===== src/adc_select_pkg.sv =====
package adc_select_pkg;
   // Register offsets (byte index on the plain register port)
   localparam logic [7:0] ctrl_first_addr = 8'h00;
   localparam logic [7:0] ctrl_second_addr = 8'h01;
   localparam logic [7:0] temp_ctrl_addr = 8'h02;
   localparam logic [7:0] regulator_ctrl_addr = 8'h03;
   localparam logic [7:0] pin_share_low_addr = 8'h04;
   localparam logic [7:0] pin_share_high_addr = 8'h05;
   localparam logic [7:0] port_dir_addr = 8'h06;
   localparam logic [7:0] pull_high_addr = 8'h07;
   localparam logic [7:0] cal_hot_high_addr = 8'h08;
   localparam logic [7:0] cal_hot_low_addr = 8'h09;
   localparam logic [7:0] cal_warm_high_addr = 8'h0a;
   localparam logic [7:0] cal_warm_low_addr = 8'h0b;
   localparam logic [7:0] route_status_addr = 8'h0c;
   // Field positions
   localparam int chan_lsb = 0;
   localparam int chan_msb = 3;
   localparam int refsel_lsb = 3;
   localparam int refsel_msb = 4;
   localparam int insrc_lsb = 5;
   localparam int insrc_msb = 7;
   localparam int temp_en_bit = 0;
   localparam int regout_sw_bit = 0;
   // Reset values, write masks and the zero byte
   localparam logic [7:0] ctrl_first_reset = 8'h00;
   localparam logic [7:0] ctrl_second_reset = 8'h00;
   localparam logic [7:0] temp_ctrl_reset = 8'h02;
   localparam logic [7:0] temp_ctrl_mask = 8'h03;
   localparam logic [7:0] ctrl_first_mask = 8'hef;
   localparam logic [7:0] zero_byte = 8'h00;
   // Encodings
   localparam logic [2:0] insrc_forbidden = 3'h7;
   localparam logic [3:0] chan_float_min = 4'h8;
   // Factory data load: index of the last calibration word
   localparam logic [1:0] cal_words = 2'h3;
   typedef enum {ref_pin_or_reg, ref_supply, ref_temp} ref_kind_type;
   typedef enum {src_external, src_bandgap, src_temp, src_ground,
                 src_none} src_kind_type;
endpackage


===== src/adc_cal_store.sv =====
`timescale 1ns/10ps
`default_nettype none
module adc_cal_store
   import adc_select_pkg::*;
(
   // Clock and reset
   input wire logic core_clk,
   input wire logic reset_n,
   input wire logic clk_en,
   // Factory nonvolatile data source
   output logic [1:0] nv_addr,
   input wire logic [11:0] nv_data,
   // Stored values
   output logic [11:0] cal_hot,
   output logic [11:0] cal_warm,
   output logic loaded
);
   typedef struct packed {
      logic [1:0] idx;
      logic [11:0] hot;
      logic [11:0] warm;
      logic done;
   } state_type;
   state_type s;
   state_type next_s;
   // Word 1 holds the hot value, word 3 the warm value
   always_comb begin
      next_s = s;
      if (!s.done) begin
         if (s.idx == 2'h1)
            next_s.hot = nv_data;
         if (s.idx == cal_words) begin
            next_s.warm = nv_data;
            next_s.done = 1'b1;
         end else begin
            next_s.idx = s.idx + 2'h1;
         end
      end
   end
   always_ff @(posedge core_clk or negedge reset_n) begin
      if (!reset_n) begin
         s <= '0;
      end else if (clk_en) begin
         s <= next_s;
      end
   end
   assign nv_addr = s.idx;
   assign cal_hot = s.hot;
   assign cal_warm = s.warm;
   assign loaded = s.done;
endmodule // adc_cal_store
`default_nettype wire


===== src/adc_pin_share.sv =====
`timescale 1ns/10ps
`default_nettype none
module adc_pin_share
   import adc_select_pkg::*;
(
   // Pin-share selections and port settings
   input wire logic [7:0] analog_sel,
   input wire logic [7:0] port_dir,
   input wire logic [7:0] pull_high,
   // Effective pin controls
   output logic [7:0] digital_en,
   output logic [7:0] dir_eff,
   output logic [7:0] pull_eff
);
   genvar i;
   generate
      for (i = 0; i < 8; i++) begin : g_pin
         assign digital_en[i] = ~analog_sel[i];
         assign pull_eff[i] = pull_high[i] & ~analog_sel[i];
         assign dir_eff[i] = analog_sel[i] | port_dir[i];
      end
   endgenerate
endmodule // adc_pin_share
`default_nettype wire


===== src/adc_reference_input_select.sv =====
// Contract
// Read-only hot calibration pair: high bits 11..4, low 3..0 then zeros.
// Read-only warm calibration pair, same layout, low nibble reads zero.
// Reference select 01 or 11 routes converter analog supply.
// Reference select 10 uses temp sensor reference; software enables it.
// Reference select 00 uses external pin or regulator, never both.
// Software disables other functions of external reference pin.
// Software sets regulator output switch when regulator is reference.
// Software keeps pin and regulator off when internal reference chosen.
// Pin chosen as analog input loses its original function.
// Pull-high resistor disconnected while pin is an analog input.
// Analog pin selection overrides port direction register.
// Source 000, 101, 110 with channel 0..7 picks external channel.
// External source with channel 8..15 leaves converter input floating.
// Source 001 bandgap, 010 temp sensor, 011 or 100 ground.
// Software sets channel 8..15 whenever internal source chosen.
// Software never writes 111 to input source field.
// Calibration pairs load from factory data; writes ignored.
// Input source field is bits 7..5 of second control register.
// Reference field is bits 4..3 of second control register.
// Channel field is bits 3..0 of first control register.
`timescale 1ns/10ps
`default_nettype none
module adc_reference_input_select
   import adc_select_pkg::*;
(
   // Clock, reset, enable
   input wire logic core_clk,
   input wire logic reset_n,
   input wire logic clk_en,
   // Register port
   input wire logic [7:0] reg_addr,
   input wire logic [7:0] reg_wdata,
   input wire logic reg_write,
   input wire logic reg_read,
   output logic [7:0] reg_rdata,
   // Factory nonvolatile data
   output logic [1:0] nv_addr,
   input wire logic [11:0] nv_data,
   // Reference routing
   output logic ref_use_supply,
   output logic ref_use_temp,
   output logic ref_use_pin,
   output logic ref_use_regulator,
   output logic temp_sensor_enable,
   output logic regulator_output_switch,
   // Input routing
   output logic [7:0] external_channels,
   output logic amplifier_output_path,
   output logic in_bandgap,
   output logic in_temp_sensor,
   output logic in_ground,
   output logic in_floating,
   // Pin controls
   output logic [7:0] pin_digital_en,
   output logic [7:0] pin_dir_eff,
   output logic [7:0] pin_pull_eff,
   output logic vref_pin_other_en
);
   typedef struct packed {
      logic [7:0] ctrl_first;
      logic [7:0] ctrl_second;
      logic [7:0] temp_ctrl;
      logic [7:0] regulator_ctrl;
      logic [7:0] share_low;
      logic [7:0] share_high;
      logic [7:0] port_dir;
      logic [7:0] pull_high;
      logic [7:0] rdata;
      logic ref_supply;
      logic ref_temp;
      logic ref_pin;
      logic ref_reg;
      logic [7:0] chan;
      logic amp;
      logic bg;
      logic ts;
      logic gnd;
      logic flt;
      logic [7:0] dig;
      logic [7:0] dir;
      logic [7:0] pull;
      logic vref_other;
   } state_type;
   state_type s;
   state_type next_s;
   logic [11:0] cal_hot;
   logic [11:0] cal_warm;
   logic cal_loaded;
   logic [7:0] dig_c;
   logic [7:0] dir_c;
   logic [7:0] pull_c;
   logic [2:0] insrc;
   logic [1:0] refsel;
   logic [3:0] chsel;
   logic ext_src;
   src_kind_type src_kind;
   ref_kind_type ref_kind;

   adc_cal_store u_cal (
      .core_clk(core_clk),
      .reset_n(reset_n),
      .clk_en(clk_en),
      .nv_addr(nv_addr),
      .nv_data(nv_data),
      .cal_hot(cal_hot),
      .cal_warm(cal_warm),
      .loaded(cal_loaded)
   );

   // Share low selects analog use per pin; share high bit 0 frees vref pin only while ref_pin is set
   adc_pin_share u_share (
      .analog_sel(s.share_low),
      .port_dir(s.port_dir),
      .pull_high(s.pull_high),
      .digital_en(dig_c),
      .dir_eff(dir_c),
      .pull_eff(pull_c)
   );

   assign insrc = s.ctrl_second[insrc_msb:insrc_lsb];
   assign refsel = s.ctrl_second[refsel_msb:refsel_lsb];
   assign chsel = s.ctrl_first[chan_msb:chan_lsb];

   // Decode the input source
   always_comb begin
      ext_src = 1'b0;
      case (insrc)
         3'h0, 3'h5, 3'h6: begin
            ext_src = 1'b1;
            src_kind = src_external;
         end
         3'h1: src_kind = src_bandgap;
         3'h2: src_kind = src_temp;
         3'h3, 3'h4: src_kind = src_ground;
         default: src_kind = src_none;
      endcase
   end

   // Decode the reference
   always_comb begin
      case (refsel)
         2'h0: ref_kind = ref_pin_or_reg;
         2'h2: ref_kind = ref_temp;
         default: ref_kind = ref_supply;
      endcase
   end

   always_comb begin
      next_s = s;
      // Register writes; calibration addresses take no write
      if (reg_write) begin
         if (reg_addr == ctrl_first_addr) begin
            next_s.ctrl_first = reg_wdata & ctrl_first_mask;
         end else if (reg_addr == ctrl_second_addr) begin
            // The forbidden source code keeps the previous source
            if (reg_wdata[insrc_msb:insrc_lsb] == insrc_forbidden) begin
               next_s.ctrl_second[refsel_msb:0] = reg_wdata[refsel_msb:0];
            end else begin
               next_s.ctrl_second = reg_wdata;
            end
         end else if (reg_addr == temp_ctrl_addr) begin
            next_s.temp_ctrl = reg_wdata & temp_ctrl_mask;
         end else if (reg_addr == regulator_ctrl_addr) begin
            next_s.regulator_ctrl = reg_wdata;
         end else if (reg_addr == pin_share_low_addr) begin
            next_s.share_low = reg_wdata;
         end else if (reg_addr == pin_share_high_addr) begin
            next_s.share_high = reg_wdata;
         end else if (reg_addr == port_dir_addr) begin
            next_s.port_dir = reg_wdata;
         end else if (reg_addr == pull_high_addr) begin
            next_s.pull_high = reg_wdata;
         end
      end
      // Register reads, data stand one cycle later
      next_s.rdata = zero_byte;
      if (reg_read) begin
         if (reg_addr == ctrl_first_addr) begin
            next_s.rdata = s.ctrl_first;
         end else if (reg_addr == ctrl_second_addr) begin
            next_s.rdata = s.ctrl_second;
         end else if (reg_addr == temp_ctrl_addr) begin
            next_s.rdata = s.temp_ctrl;
         end else if (reg_addr == regulator_ctrl_addr) begin
            next_s.rdata = s.regulator_ctrl;
         end else if (reg_addr == pin_share_low_addr) begin
            next_s.rdata = s.share_low;
         end else if (reg_addr == pin_share_high_addr) begin
            next_s.rdata = s.share_high;
         end else if (reg_addr == port_dir_addr) begin
            next_s.rdata = s.port_dir;
         end else if (reg_addr == pull_high_addr) begin
            next_s.rdata = s.pull_high;
         end else if (reg_addr == cal_hot_high_addr) begin
            next_s.rdata = cal_hot[11:4];
         end else if (reg_addr == cal_hot_low_addr) begin
            next_s.rdata = {cal_hot[3:0], 4'h0};
         end else if (reg_addr == cal_warm_high_addr) begin
            next_s.rdata = cal_warm[11:4];
         end else if (reg_addr == cal_warm_low_addr) begin
            next_s.rdata = {cal_warm[3:0], 4'h0};
         end else if (reg_addr == route_status_addr) begin
            next_s.rdata = {cal_loaded, s.flt, s.gnd, s.ts, s.bg,
                            s.ref_reg | s.ref_pin, s.ref_temp,
                            s.ref_supply};
         end
      end
      // Reference routing
      next_s.ref_supply = (ref_kind == ref_supply);
      next_s.ref_temp = (ref_kind == ref_temp);
      // Regulator wins when its switch is set, so both never join
      next_s.ref_reg = (ref_kind == ref_pin_or_reg) &&
                       s.regulator_ctrl[regout_sw_bit];
      next_s.ref_pin = (ref_kind == ref_pin_or_reg) &&
                       !s.regulator_ctrl[regout_sw_bit];
      // Input routing
      next_s.chan = '0;
      next_s.amp = 1'b0;
      next_s.flt = 1'b0;
      if (ext_src) begin
         if (chsel < chan_float_min) begin
            next_s.chan[chsel[2:0]] = 1'b1;
            next_s.amp = 1'b1;
         end else begin
            next_s.flt = 1'b1;
         end
      end
      next_s.bg = (src_kind == src_bandgap);
      next_s.ts = (src_kind == src_temp);
      next_s.gnd = (src_kind == src_ground);
      next_s.dig = dig_c;
      next_s.dir = dir_c;
      next_s.pull = pull_c;
      next_s.vref_other = !(next_s.ref_pin && s.share_high[0]);
   end

   always_ff @(posedge core_clk or negedge reset_n) begin
      if (!reset_n) begin
         s <= '0;
         s.ctrl_first <= ctrl_first_reset;
         s.ctrl_second <= ctrl_second_reset;
         s.temp_ctrl <= temp_ctrl_reset;
         s.dig <= 8'hff;
         s.vref_other <= 1'b1;
         s.ref_pin <= 1'b1;
      end else if (clk_en) begin
         s <= next_s;
      end
   end

   assign reg_rdata = s.rdata;
   assign ref_use_supply = s.ref_supply;
   assign ref_use_temp = s.ref_temp;
   assign ref_use_pin = s.ref_pin;
   assign ref_use_regulator = s.ref_reg;
   assign temp_sensor_enable = s.temp_ctrl[temp_en_bit];
   assign regulator_output_switch = s.regulator_ctrl[regout_sw_bit];
   assign external_channels = s.chan;
   assign amplifier_output_path = s.amp;
   assign in_bandgap = s.bg;
   assign in_temp_sensor = s.ts;
   assign in_ground = s.gnd;
   assign in_floating = s.flt;
   assign pin_digital_en = s.dig;
   assign pin_dir_eff = s.dir;
   assign pin_pull_eff = s.pull;
   assign vref_pin_other_en = s.vref_other;
endmodule // adc_reference_input_select
`default_nettype wire


===== config.mk =====
export PLATFORM = sky130hd
export DESIGN_NAME = adc_reference_input_select
export DESIGN_NICKNAME = d
export VERILOG_FILES = /design/src/adc_select_pkg.sv /design/src/adc_cal_store.sv /design/src/adc_pin_share.sv /design/src/adc_reference_input_select.sv
export SDC_FILE = /design/constraint.sdc
export NUM_CORES = 1
export LEC_CHECK = 0
export BUFFER_PORTS_ARGS = -buffer_cell sky130_fd_sc_hd__buf_2
export CORE_UTILIZATION = 52
export DETAILED_ROUTE_END_ITERATION = 12
export MAX_ROUTING_LAYER = met4
export PLACE_DENSITY = 0.76
export SLEW_MARGIN = 25
export SYNTH_ARGS = -nofsm -noshare
export SYNTH_HDL_FRONTEND = slang
export SYNTH_SLANG_ARGS = --single-unit

===== constraint.sdc =====
create_clock -name core_clk -period 1.42 [get_ports core_clk]
set_input_delay 0.284 -clock core_clk [delete_from_list [all_inputs] [get_ports core_clk]]
set_output_delay 0.284 -clock core_clk [all_outputs]
set_load 0.03 [all_outputs]

Word level (Yosys, flattened, before mapping). Cells that the tools add are included.

Register bits after elaboration: 134. Input port bits: 33. Output and inout port bits: 54. Logic and storage cells: 143.

$add $sub $neg: 1. Magnitude comparators: 3. Equal/unequal tests: 27. Mux-type cells: 25. Bitwise logic cells: 35. Reductions and logical operators: 24.

Operators with widths (number): 8-bit 2-to-1 mux (14); 32-bit by 3-bit == test with 1-bit output (second input constant) (3); 32-bit by 2-bit == test with 1-bit output (second input constant) (2); 8-bit by 4-bit == test with 1-bit output (second input constant) (5); 8-bit by 3-bit == test with 1-bit output (second input constant) (4); 32-bit logical NOT (1); 9-bit 2-to-1 mux (2); 1-bit NOT (18); 8-bit by 2-bit == test with 1-bit output (second input constant) (2); 3-bit == test (second input constant) (4); 3-bit case mux with 4 select lines (1); 3-bit AND reduction (4); 10-bit AND reduction (1); 5-bit AND reduction (2); 1-bit OR (9); 9-bit AND reduction (1); 1-bit bitwise AND (8); 8-bit by 1-bit == test with 1-bit output (second input constant) (1); 8-bit logical NOT (1); 8-bit AND reduction (1); 7-bit AND reduction (1); 3-bit by 2-bit == test with 1-bit output (second input constant) (2); 1-bit 2-to-1 mux (6); 6-bit AND reduction (1); other kinds (16) (21).

Logic depth before layout (Yosys ltp). Gate-level depths: netlist (run 1).

Word-level depth: 15. Depth in mapped cells: 8. Gate-level depth less buffers: 5.

Modules after synthesis. A second synthesis (run 1) with hierarchy kept.

Cells, all modules: 575. Area, all modules: 6720.2 um^2.

By module, submodules not included: adc_reference_input_select (times used 1, cells each 489, area each 5551.6 um^2, sequential area each 2691.3 um^2); adc_cal_store (times used 1, cells each 62, area each 1038.5 um^2, sequential area each 675.6 um^2); adc_pin_share (times used 1, cells each 24, area each 130.1 um^2, sequential area each 0.0 um^2).

Worst setup path after synthesis (run 1). No wires, ideal clock.

Path type: input-to-reg. Start: input reg_addr[7]. End: register s[74] (netlist bit). Library setup time: 0.125 ns. Arrival time: 1.898 ns. Data required time: 1.295 ns. Setup slack: -0.603 ns. Stages on the path: 6. Path buffers: 1. Path through: or4_1 -> buf_6 -> nor2_4 -> nand3_4 -> nor3_4 -> mux2_2.

Word-level cells in the longest chain between the ends: 3. Elaborated cells between the ends (all ways): 10. Classes of those cells: 4 x eq/ne; 4 x bitwise; 2 x reduce/logical.

Ends and longest elaborated chain: from (decl) (line adc_reference_input_select.sv:32) `input wire logic [7:0] reg_addr,`; 8-bit by 2-bit == test with 1-bit output (tied with other cells) (line adc_reference_input_select.sv:164) `end else if (reg_addr == regulator_ctrl_addr) begin`; 1-bit NOT (no source line); 7-bit AND reduction (no source line) *; to (signal assigned) (line adc_reference_input_select.sv:248) `s <= next_s;`; to (decl) (line adc_reference_input_select.sv:85) `state_type s;`.

Every way passes the cells marked *; elsewhere a longest branch is shown, timed or not. A chain may end at the register's enable or synchronous reset.

Worst setup path after layout (run 1).
Start: input reg_addr[4]. End: register s[72] (netlist bit).

Word-level cells in the longest chain between the ends: 3. Elaborated cells between the ends (all ways): 12. Classes of those cells: 5 x eq/ne; 5 x bitwise; 2 x reduce/logical.

Ends and longest elaborated chain: 8-bit by 3-bit == test with 1-bit output (tied with other cells) (line adc_reference_input_select.sv:166) `end else if (reg_addr == pin_share_low_addr) begin`; 1-bit NOT (no source line); 8-bit AND reduction (no source line) *.

Marks and branches as above.

==> impl_metrics.py, run 1 <==
metrics = {
    "outcome": {
        "status": "finished with violations",
        "violations": "negative setup slack",
    },
    "cts": {
        "cts_buffer_depth": 2,
        "cts_sinks": 134,
        "cts_buffers": 17,
        "htreeDepth": 4,
        "cts_tree": "done",
        "cts_root_buffer": "clkbuf_16",
        "clk_pin_slew_worst_paths_ns": 0.06,
        "clk_latency_ns": 0.42,
    },
    "setup_path": {
        "critPathSlowestCell": "or4_4",
        "worstPathCellList": "buf_6 > or4_4 > nor2_4 > nand3_4 > buf_6 > nor2_4 > buf_12 > mux2_4",
        "cp_max_fo": 6,
        "cp_num_buf_inv": 3,
        "cpPeakStageDelay_ns": 0.60,
        "crit_family": "simple AND/OR/NAND/NOR gates",
        "cp.arrival_ns": 1.95,
        "critPathKind": "input port to flop",
        "worstSetupStartpointType": "input port",
        "required_ns": 1.72,
        "worst_setup_path_end_kind": "flop",
    },
    "sta": {
        "whs_ns": 0.113,
        "hold_viol": 0,
        "rsz0062_at_grt": "yes",
        "min_period_ns": 1.64,
        "finClkSkew_ns": 0.00801,
        "slew_headroom": 0.694,
        "worst_slack_ns": -0.224,
        "setup_viol": 71,
        "worst_slew_pin_slew_ns": 0.460,
        "period_share": 1.16,
        "slew_violations": 0,
        "max_freq_mhz": 608,
    },
    "synth": {
        "async_flop_share": 1.00,
        "synth_top_area_share": 0.460,
        "ys_warn_count": 0,
        "synth-main-ff-cell": "dfrtp_1",
        "synth.area.top_cells": "dfrtp_1 (46%), mux2_2 (15%), buf_4 (4.5%)",
        "netlist_area_sq_mm": 0.00669,
        "avgSynthCellArea_sq_um": 11.2,
        "postSynthCellCount": 599,
        "synth_edf_count": 0,
        "synth_most_common_cell": "dfrtp_1",
        "netlist_top_cells_count": "dfrtp_1 (123), mux2_2 (90), buf_4 (40)",
        "syn-num-nets": 634,
        "yosysTopAreaCell": "dfrtp_1",
        "ys_seq_area_frac": 0.504,
        "synth_seq_cells": 134,
        "synth.distinct_cells": 62,
    },
    "floorplan": {
        "die_y_um": 115,
        "die_w_um": 115,
        "row_count": 41,
        "ios": 87,
        "core_sq_mm": 0.0126,
        "initial_core_util": 0.532,
        "dieArea_sq_mm": 0.0133,
    },
    "global_route": {
        "antenna_found_initial": 0,
        "first_global_vias": 5401,
        "grt_max_degree": 54,
        "track_usage": 0.321,
        "gr-total-overflow": 0,
        "grt_pass1_wl_um": 30400,
    },
    "detailed_routing": {
        "drtIter0Drc": 439,
        "postRouteAntennaNets": 0,
        "vias": 5482,
        "drcViolationCount": 0,
        "wl_per_cell_um": 20.4,
        "avgViaCountPerCell": 5.82,
        "dr.pass1.iters": 5,
        "finalWirelength_um": 19200,
    },
    "placement": {
        "placed_cell_area_sq_mm": 0.00790,
        "dp_hpwl_um": 13900,
        "portBuffers": 86,
        "pre_cts_ws_ns": -0.706,
        "gp_congestion": 0.959,
    },
    "cells_and_area": {
        "n_antenna_cell": 0,
        "layout.nets": 793,
        "final-seq-area_sq_mm": 0.00337,
        "n_fill_cell": 879,
        "stdcell_area_sq_mm": 0.00904,
        "drive_gt1_frac": 0.514,
        "multi_input_area_sq_mm": 0.00311,
        "area_growth_pct": 35.2,
    },
    "pwr": {
        "p_leak_nw": 4.32,
        "power_switching_share": 0.254,
        "p_seq_frac": 0.408,
        "peakVddDrop_mv": 1.14,
        "finalPower_w": 0.0113,
        "combPwrFrac": 0.148,
        "pwr-share-clk": 0.444,
        "cellPowerDensity_mw_per_mm2": 1250,
        "switchingPower_w": 0.00288,
        "internal_power_w": 0.00846,
    },
    "flow_run": {
        "maxCapViolations": 0,
    },
    "min_path": {
        "hold_path.class": "input port to flop",
    },
}
## power groups by stage
| stage | Sequential (W) | Combinational [W] | Clock [W] |
|---|---|---|---|
| after floorplan | 0.00463 | 0.000940 | 0 |
| final | 0.00462 | 0.00168 | 0.00504 |
| after CTS | 0.00461 | 0.00164 | 0.00509 |
| after detailed placement | 0.00467 | 0.00156 | 0 |
| after global routing | 0.00467 | 0.00182 | 0.00527 |
| after global placement | 0.00463 | 0.00149 | 0 |
## layout by cell type (no fill, tap or decap), types with 7 or more instances in the layout
cell type / count
o2bb2ai_1: 8
dfstp_2: 11
o21ai_0: 26
nor2_1: 34
buf_6: 19
a21o_1: 7
clkbuf_16: 17
nand3b_1: 8
nor2b_1: 7
a21oi_1: 31
nand3_1: 10
buf_2: 69
nand2_1: 22
dfrtp_1: 120
buf_4: 120
nor3_1: 8
inv_1: 19
mux2_4: 33
mux2_2: 57
## layout make-up
type / count / area share
Inverter: 21 / 0.00913
Clock inverter: 12 / 0.0246
Multi-Input combinational cell: 369 / 0.344
Timing Repair Buffer: 215 / 0.176
Clock buffer: 19 / 0.0501
Sequential cell: 134 / 0.373
Tap cell: 172 / 0.0238
## sequential cells by signal, indices dropped and copies added (netlist names), 2 cells and up
| register | count |
|---|---|
| chsel | 4 |
| external_channels | 8 |
| insrc | 3 |
| pin_digital_en | 8 |
| pin_dir_eff | 8 |
| pin_pull_eff | 8 |
| refsel | 2 |
| reg_rdata | 8 |
| s | 46 |
| u_cal.cal_hot | 12 |
| u_cal.cal_warm | 12 |
| u_cal.nv_addr | 2 |
## worst reg2reg max path: stages, from the launching register on
cell and delay (ns):
dfrtp_2 0.45, buf_4 0.16, nor3_4 0.20, a21oi_2 0.09, nor3_4 0.24, nand2_2 0.13
o32ai_2 0.21
## routing by layer
layer	share of wire	vias up	wire length (um)	global-route usage
met5	0	-	0	-
met4	0.027	0	511	0.133
met3	0.065	40	1250	0.0638
met2	0.49	267	9350	0.491
met1	0.42	2736	8120	0.417
li1	-	2439	-	-
## what timing repair did
item / 4_1_cts / 5_1_grt
pin swaps: 23 / 11
endpoints found under the setup margin: 85 / 91
resized for setup: 54 / 28
hold buffers: 1 / 0
setup buffers: 14 / 7
hold endpoints to repair: 15 / 0
## cells by family (layout without fill, tap and decap cells)
group	Yosys count	in the layout	synth area share
adders and majority gates	2	2	0.00374
AOI/OAI and AO/OA	140	140	0.138
xor gates and xnor gates	2	2	0.00262
DFF	134	134	0.504
buffers and inverters	96	267	0.0788
and+or+nand+nor	129	129	0.110
muxes	96	96	0.162
## through the flow
step	utilization	TNS [ns]	std cells
6_report	0.719	-11.24	942
5_1_grt	0.719	-14.30	942
4_1_cts	0.707	-8.67	938
3_5_place_dp	0.629	-41.75	893
3_3_place_gp	0.629	-39.23	893
2_1_floorplan	-	-30.40	599
## final timing paths
kind                                       from                    to  slack (ns)  depth (start not counted)
setup reg to reg                       insrc[1]  external_channels[2]       -0.16                          6
max in group asynchronous               reset_n                s[112]        0.46                          4
hold reg to reg            external_channels[4]  external_channels[4]        0.48                          1
setup / recovery                    reg_addr[4]                 s[72]       -0.22                          8
hold / removal                       nv_data[0]     u_cal.cal_warm[0]        0.11                          2
min in group asynchronous               reset_n       pin_pull_eff[0]        0.30                          2
Note: power is estimated with default switching activity, not from simulation.
==> run 2: changes to the inputs <==
--- a/config.mk
+++ b/config.mk
@@ -9,7 +9,7 @@
 export CORE_UTILIZATION = 52
 export DETAILED_ROUTE_END_ITERATION = 12
 export MAX_ROUTING_LAYER = met4
-export PLACE_DENSITY = 0.76
+export PLACE_DENSITY = 0.82
 export SLEW_MARGIN = 25
 export SYNTH_ARGS = -nofsm -noshare
 export SYNTH_HDL_FRONTEND = slang
==> constraint.sdc (replaced) <==
create_clock -name core_clk -period 1.42 [get_ports core_clk]
set_input_delay 0.142 -clock core_clk [delete_from_list [all_inputs] [get_ports core_clk]]
set_output_delay 0.142 -clock core_clk [all_outputs]
set_load 0.03 [all_outputs]
==> impl_metrics.py, run 2 (synthesis gave the netlist of run 1 again) <==
metrics = {
    "global_route": {
        "grt_busiest_layer": "met2",
        "gr-total-overflow": 0,
        "first_global_vias": 5558,
        "grtUsageMet1": 0.389,
        "use_met2": 0.515,
        "grt_max_degree": 55,
        "grt_pass1_wl_um": 29800,
        "antenna_found_initial": 0,
        "track_usage": 0.314,
        "use_met3": 0.0691,
    },
    "pwr": {
        "finalPower_w": 0.0107,
        "p_seq_frac": 0.433,
        "switchingPower_w": 0.00277,
        "combPwrFrac": 0.152,
        "power_switching_share": 0.260,
        "peakVddDrop_mv": 0.960,
        "pwr-share-clk": 0.415,
        "p_leak_nw": 4.19,
        "internal_power_w": 0.00788,
        "cellPowerDensity_mw_per_mm2": 1220,
    },
    "cells_and_area": {
        "most-common-layout-cells": "dfrtp_1 (120), buf_4 (93), buf_2 (83), mux2_2 (57), nor2_1 (35)",
        "area_growth_pct": 30.6,
        "final_common_cell": "dfrtp_1",
        "n_antenna_cell": 0,
        "drive_gt1_frac": 0.466,
        "largest_reg_flops": 46,
        "regMostFlops": "s",
        "instances_no_fill": 934,
        "layout.nets": 784,
        "stdcell_area_sq_mm": 0.00873,
    },
    "setup_path": {
        "worstPathCellList": "mux2_4 > a32oi_1 > o21ai_1 > a221oi_2 > o32ai_1",
        "worst_setup_path_end_kind": "flop",
        "rrSetupSlack_ns": -0.12,
        "worstSetupStartpointType": "flop",
        "reg2reg_from": "s[80]",
        "cpPeakStageDelay_ns": 0.40,
        "cp_num_buf_inv": 0,
        "crit_family": "compound AO/OA/AOI/OAI gates",
        "critPathKind": "flop to flop",
        "cp.arrival_ns": 1.83,
        "cp_max_fo": 2,
        "critPathSlowestCell": "dfrtp_1",
        "required_ns": 1.71,
        "rr_worst_depth": 5,
        "r2r_end": "reg_rdata[6]",
    },
    "detailed_routing": {
        "drcViolationCount": 0,
        "postRouteAntennaNets": 0,
        "finalWirelength_um": 19100,
        "wl_per_cell_um": 20.4,
        "dr.pass1.iters": 5,
        "avgViaCountPerCell": 5.78,
        "drtIter0Drc": 435,
        "vias": 5400,
    },
    "placement": {
        "dp_cells": 886,
        "gp_congestion": 0.965,
        "portBuffers": 86,
        "dp_hpwl_um": 13800,
        "placed_cell_area_sq_mm": 0.00784,
    },
    "sta": {
        "period_share": 1.09,
        "worst_slew_pin_slew_ns": 0.399,
        "slew_headroom": 0.734,
        "hold_viol": 0,
        "setup_tns_ns": -0.993,
        "whs_ns": 0.0708,
        "setup_viol": 36,
        "min_period_ns": 1.54,
        "max_freq_mhz": 649,
        "rsz0062_at_grt": "yes",
        "finClkSkew_ns": 0.0103,
        "worst_slack_ns": -0.121,
        "slew_violations": 0,
    },
    "cts": {
        "cts_sinks": 134,
        "cts_buffer_depth": 2,
        "cts_buffers": 17,
        "htreeDepth": 4,
        "cts_tree": "done",
        "clk_pin_slew_worst_paths_ns": 0.06,
        "clk_latency_ns": 0.42,
        "cts_root_buffer": "clkbuf_16",
    },
    "floorplan": {
        "dieArea_sq_mm": 0.0133,
        "row_count": 41,
        "ios": 87,
        "die_w_um": 115,
        "initial_core_util": 0.532,
        "core_sq_mm": 0.0126,
        "die_y_um": 115,
    },
    "min_path": {
        "min_to": "s[60]",
        "min-delay-start": "reg_wdata[2]",
        "hold_path.class": "input port to flop",
        "hold-path-cell-count": 2,
    },
    "outcome": {
        "status": "finished with violations",
        "violations": "negative setup slack",
    },
    "flow_run": {
        "maxCapViolations": 0,
    },
}
run 2: power groups by stage:
stage / clock network [W] / registers (W) / logic, W
final: 0.00443 / 0.00461 / 0.00162
after global routing: 0.00463 / 0.00466 / 0.00175
after CTS: 0.00447 / 0.00460 / 0.00160
after detailed placement: 0 / 0.00466 / 0.00155
after global placement: 0 / 0.00463 / 0.00148
after floorplan: 0 / 0.00463 / 0.000938
run 2: through the flow:
stage | util | setup WS (ns)
final | 0.695 | -0.121
after global routing | 0.695 | -0.156
after CTS | 0.689 | -0.0818
after detailed placement | 0.623 | -0.535
after global placement | 0.623 | -0.480
after floorplan | - | -0.455
run 2: repair_timing:
item	4_1_cts	5_1_grt
buffers inserted	2	1
gates cloned	0	0
gates resized for setup	23	14
pin swaps	13	8
hold endpoints to repair	107	0
hold buffers	13	0
setup endpoints to repair	46	68
run 2: worst max path at each step:
stage / startpoint / to / slack, ns / depth (start not counted)
finish: s[80] / reg_rdata[6] / -0.12 / 5
detailed placement: reg_addr[7] / s[74] / -0.54 / 7
global placement: reg_addr[7] / s[74] / -0.48 / 7
global route: insrc[1] / external_channels[2] / -0.16 / 5
CTS: s[64] / reg_rdata[6] / -0.08 / 5
floorplan: reg_addr[7] / s[74] / -0.45 / 6
run 2: layout make-up:
type	count	area [sq um]
Sequential cell	134	3370
Inverter	21	78.8
Multi-Input combinational cell	369	3000
Tap cell	172	215
Fill cell	888	3840
Clock buffer	23	468
Clock inverter	9	125
Timing Repair Buffer	206	1480
run 2: routing by layer:
layer | wire length (um) | up-vias | share of wire
met1 | 8050 | 2739 | 0.42
met2 | 9770 | 207 | 0.51
li1 | - | 2430 | -
met3 | 1040 | 24 | 0.055
met5 | 0 | - | 0
met4 | 239 | 0 | 0.013
==> run 3: changes to the inputs <==
--- a/config.mk
+++ b/config.mk
@@ -5,11 +5,12 @@
 export SDC_FILE = /design/constraint.sdc
 export NUM_CORES = 1
 export LEC_CHECK = 0
-export BUFFER_PORTS_ARGS = -buffer_cell sky130_fd_sc_hd__buf_2
+export BUFFER_PORTS_ARGS = -buffer_cell sky130_fd_sc_hd__clkbuf_2
 export CORE_UTILIZATION = 52
 export DETAILED_ROUTE_END_ITERATION = 12
 export MAX_ROUTING_LAYER = met4
 export PLACE_DENSITY = 0.82
+export SKIP_LAST_GASP = 1
 export SLEW_MARGIN = 25
 export SYNTH_ARGS = -nofsm -noshare
 export SYNTH_HDL_FRONTEND = slang
==> impl_metrics.py, run 3 (synthesis gave the netlist of run 1 again) <==
metrics = {
    "outcome": {
        "status": "finished with violations",
        "violations": "design-rule violations, negative setup slack",
    },
    "cells_and_area": {
        "final-seq-area_sq_mm": 0.00337,
        "regMostFlops": "s",
        "layout.nets": 781,
        "most-common-layout-cells": "dfrtp_1 (120), buf_4 (94), clkbuf_2 (83), mux2_2 (57), nor2_1 (35)",
        "n_fill_cell": 913,
        "drive_gt1_frac": 0.472,
        "final_util": 0.694,
        "stdcell_area_sq_mm": 0.00873,
        "final_common_cell": "dfrtp_1",
        "multi_input_area_sq_mm": 0.00307,
        "instances_no_fill": 930,
        "area_growth_pct": 30.6,
        "largest_reg_flops": 46,
        "n_antenna_cell": 0,
    },
    "sta": {
        "rsz0062_at_grt": "yes",
        "finClkSkew_ns": 0.0118,
        "period_share": 1.06,
        "worst_slew_pin_slew_ns": 0.457,
        "slew_violations": 0,
        "hold_viol": 0,
        "max_freq_mhz": 664,
        "slew_headroom": 0.693,
        "min_period_ns": 1.51,
        "setup_viol": 40,
        "worst_slack_ns": -0.0861,
    },
    "cts": {
        "cts_buffer_depth": 2,
        "cts_sinks": 134,
        "cts_tree": "done",
        "htreeDepth": 4,
        "clk_latency_ns": 0.43,
        "cts_root_buffer": "clkbuf_16",
        "cts_buffers": 17,
        "clk_pin_slew_worst_paths_ns": 0.06,
    },
    "global_route": {
        "grt_pass1_wl_um": 29400,
        "antenna_found_initial": 0,
        "track_usage": 0.314,
        "grt_max_degree": 47,
        "gr-total-overflow": 0,
        "first_global_vias": 5357,
    },
    "flow_run": {
        "maxCapViolations": 0,
    },
    "detailed_routing": {
        "avgViaCountPerCell": 5.81,
        "finalWirelength_um": 18800,
        "drcViolationCount": 2,
        "postRouteAntennaNets": 0,
        "dr.pass1.iters": 10,
        "vias": 5404,
        "drtIter0Drc": 465,
        "wl_per_cell_um": 20.2,
    },
    "setup_path": {
        "worst_setup_path_end_kind": "flop",
        "cp_max_fo": 5,
        "cp.arrival_ns": 1.82,
        "worstSetupStartpointType": "input port",
        "critPathKind": "input port to flop",
        "required_ns": 1.73,
    },
    "placement": {
        "portBuffers": 86,
        "pre_cts_ws_ns": -0.513,
        "dp_cells": 882,
        "dp_hpwl_um": 13300,
        "gp_congestion": 0.949,
        "placed_cell_area_sq_mm": 0.00781,
    },
    "floorplan": {
        "die_w_um": 115,
        "core_sq_mm": 0.0126,
        "row_count": 41,
        "dieArea_sq_mm": 0.0133,
        "initial_core_util": 0.532,
        "ios": 87,
        "die_y_um": 115,
    },
    "min_path": {
        "hold_path.class": "input port to flop",
    },
    "pwr": {
        "finalPower_w": 0.0103,
        "peakVddDrop_mv": 1.27,
        "p_leak_nw": 4.16,
        "cellPowerDensity_mw_per_mm2": 1180,
    },
}
[run 3: where the power goes]
| group | internal (W) | switching (W) |
|---|---|---|
| logic | 0.000751 | 0.000889 |
| clock network | 0.00250 | 0.00157 |
| registers | 0.00430 | 0.000323 |
[run 3: cell type report]
type	count	share of cell area
sequential	134	0.386
multi-input combinational	369	0.351
timing repair buffer	203	0.166
clock buffer	28	0.0603
tap	172	0.0247
inverter	21	0.00903
clock inverter	3	0.00229
[run 3: final timing paths]
path	cells past startpoint	slack [ns]	to	from
max	7	-0.09	s[78]	reg_addr[4]
min	2	0.08	s[61]	reg_wdata[3]
max reg2reg	5	-0.08	reg_rdata[6]	s[80]
min reg2reg	1	0.48	external_channels[6]	external_channels[6]
max in group asynchronous	3	0.63	s[91]	reset_n
min in group asynchronous	2	0.15	refsel[1]	reset_n
[run 3: worst max-delay path: stages]
cell and delay [ns]:
buf_6 0.09, or4_4 0.59, nor2_4 0.16, nand3_4 0.15, nor3_4 0.18, buf_6 0.16
mux2_2 0.34
[run 3: routing by layer]
layer	GRT usage	part of all wire	vias to the layer above
met5	-	0	-
met2	0.497	0.49	218
li1	-	-	2418
met1	0.399	0.43	2731
met3	0.0749	0.061	37
met4	0.0978	0.018	0
[run 3: metrics by stage]
stage / hold WS (ns) / setup TNS, ns
6_report: 0.0805 / -0.904
5_1_grt: 0.0724 / -3.35
4_1_cts: 0.0612 / -0.313
3_5_place_dp: 0.0652 / -26.49
3_3_place_gp: 0.0556 / -24.99
2_1_floorplan: -0.154 / -21.26
[run 3: what timing repair did]
| action | 4_1_cts | 5_1_grt |
|---|---|---|
| endpoints found under the hold margin | 148 | 0 |
| resized for setup | 19 | 29 |
| buffers inserted | 2 | 3 |
| pin swaps | 13 | 15 |
| endpoints found under the setup margin | 25 | 62 |
| hold buffers | 13 | 0 |
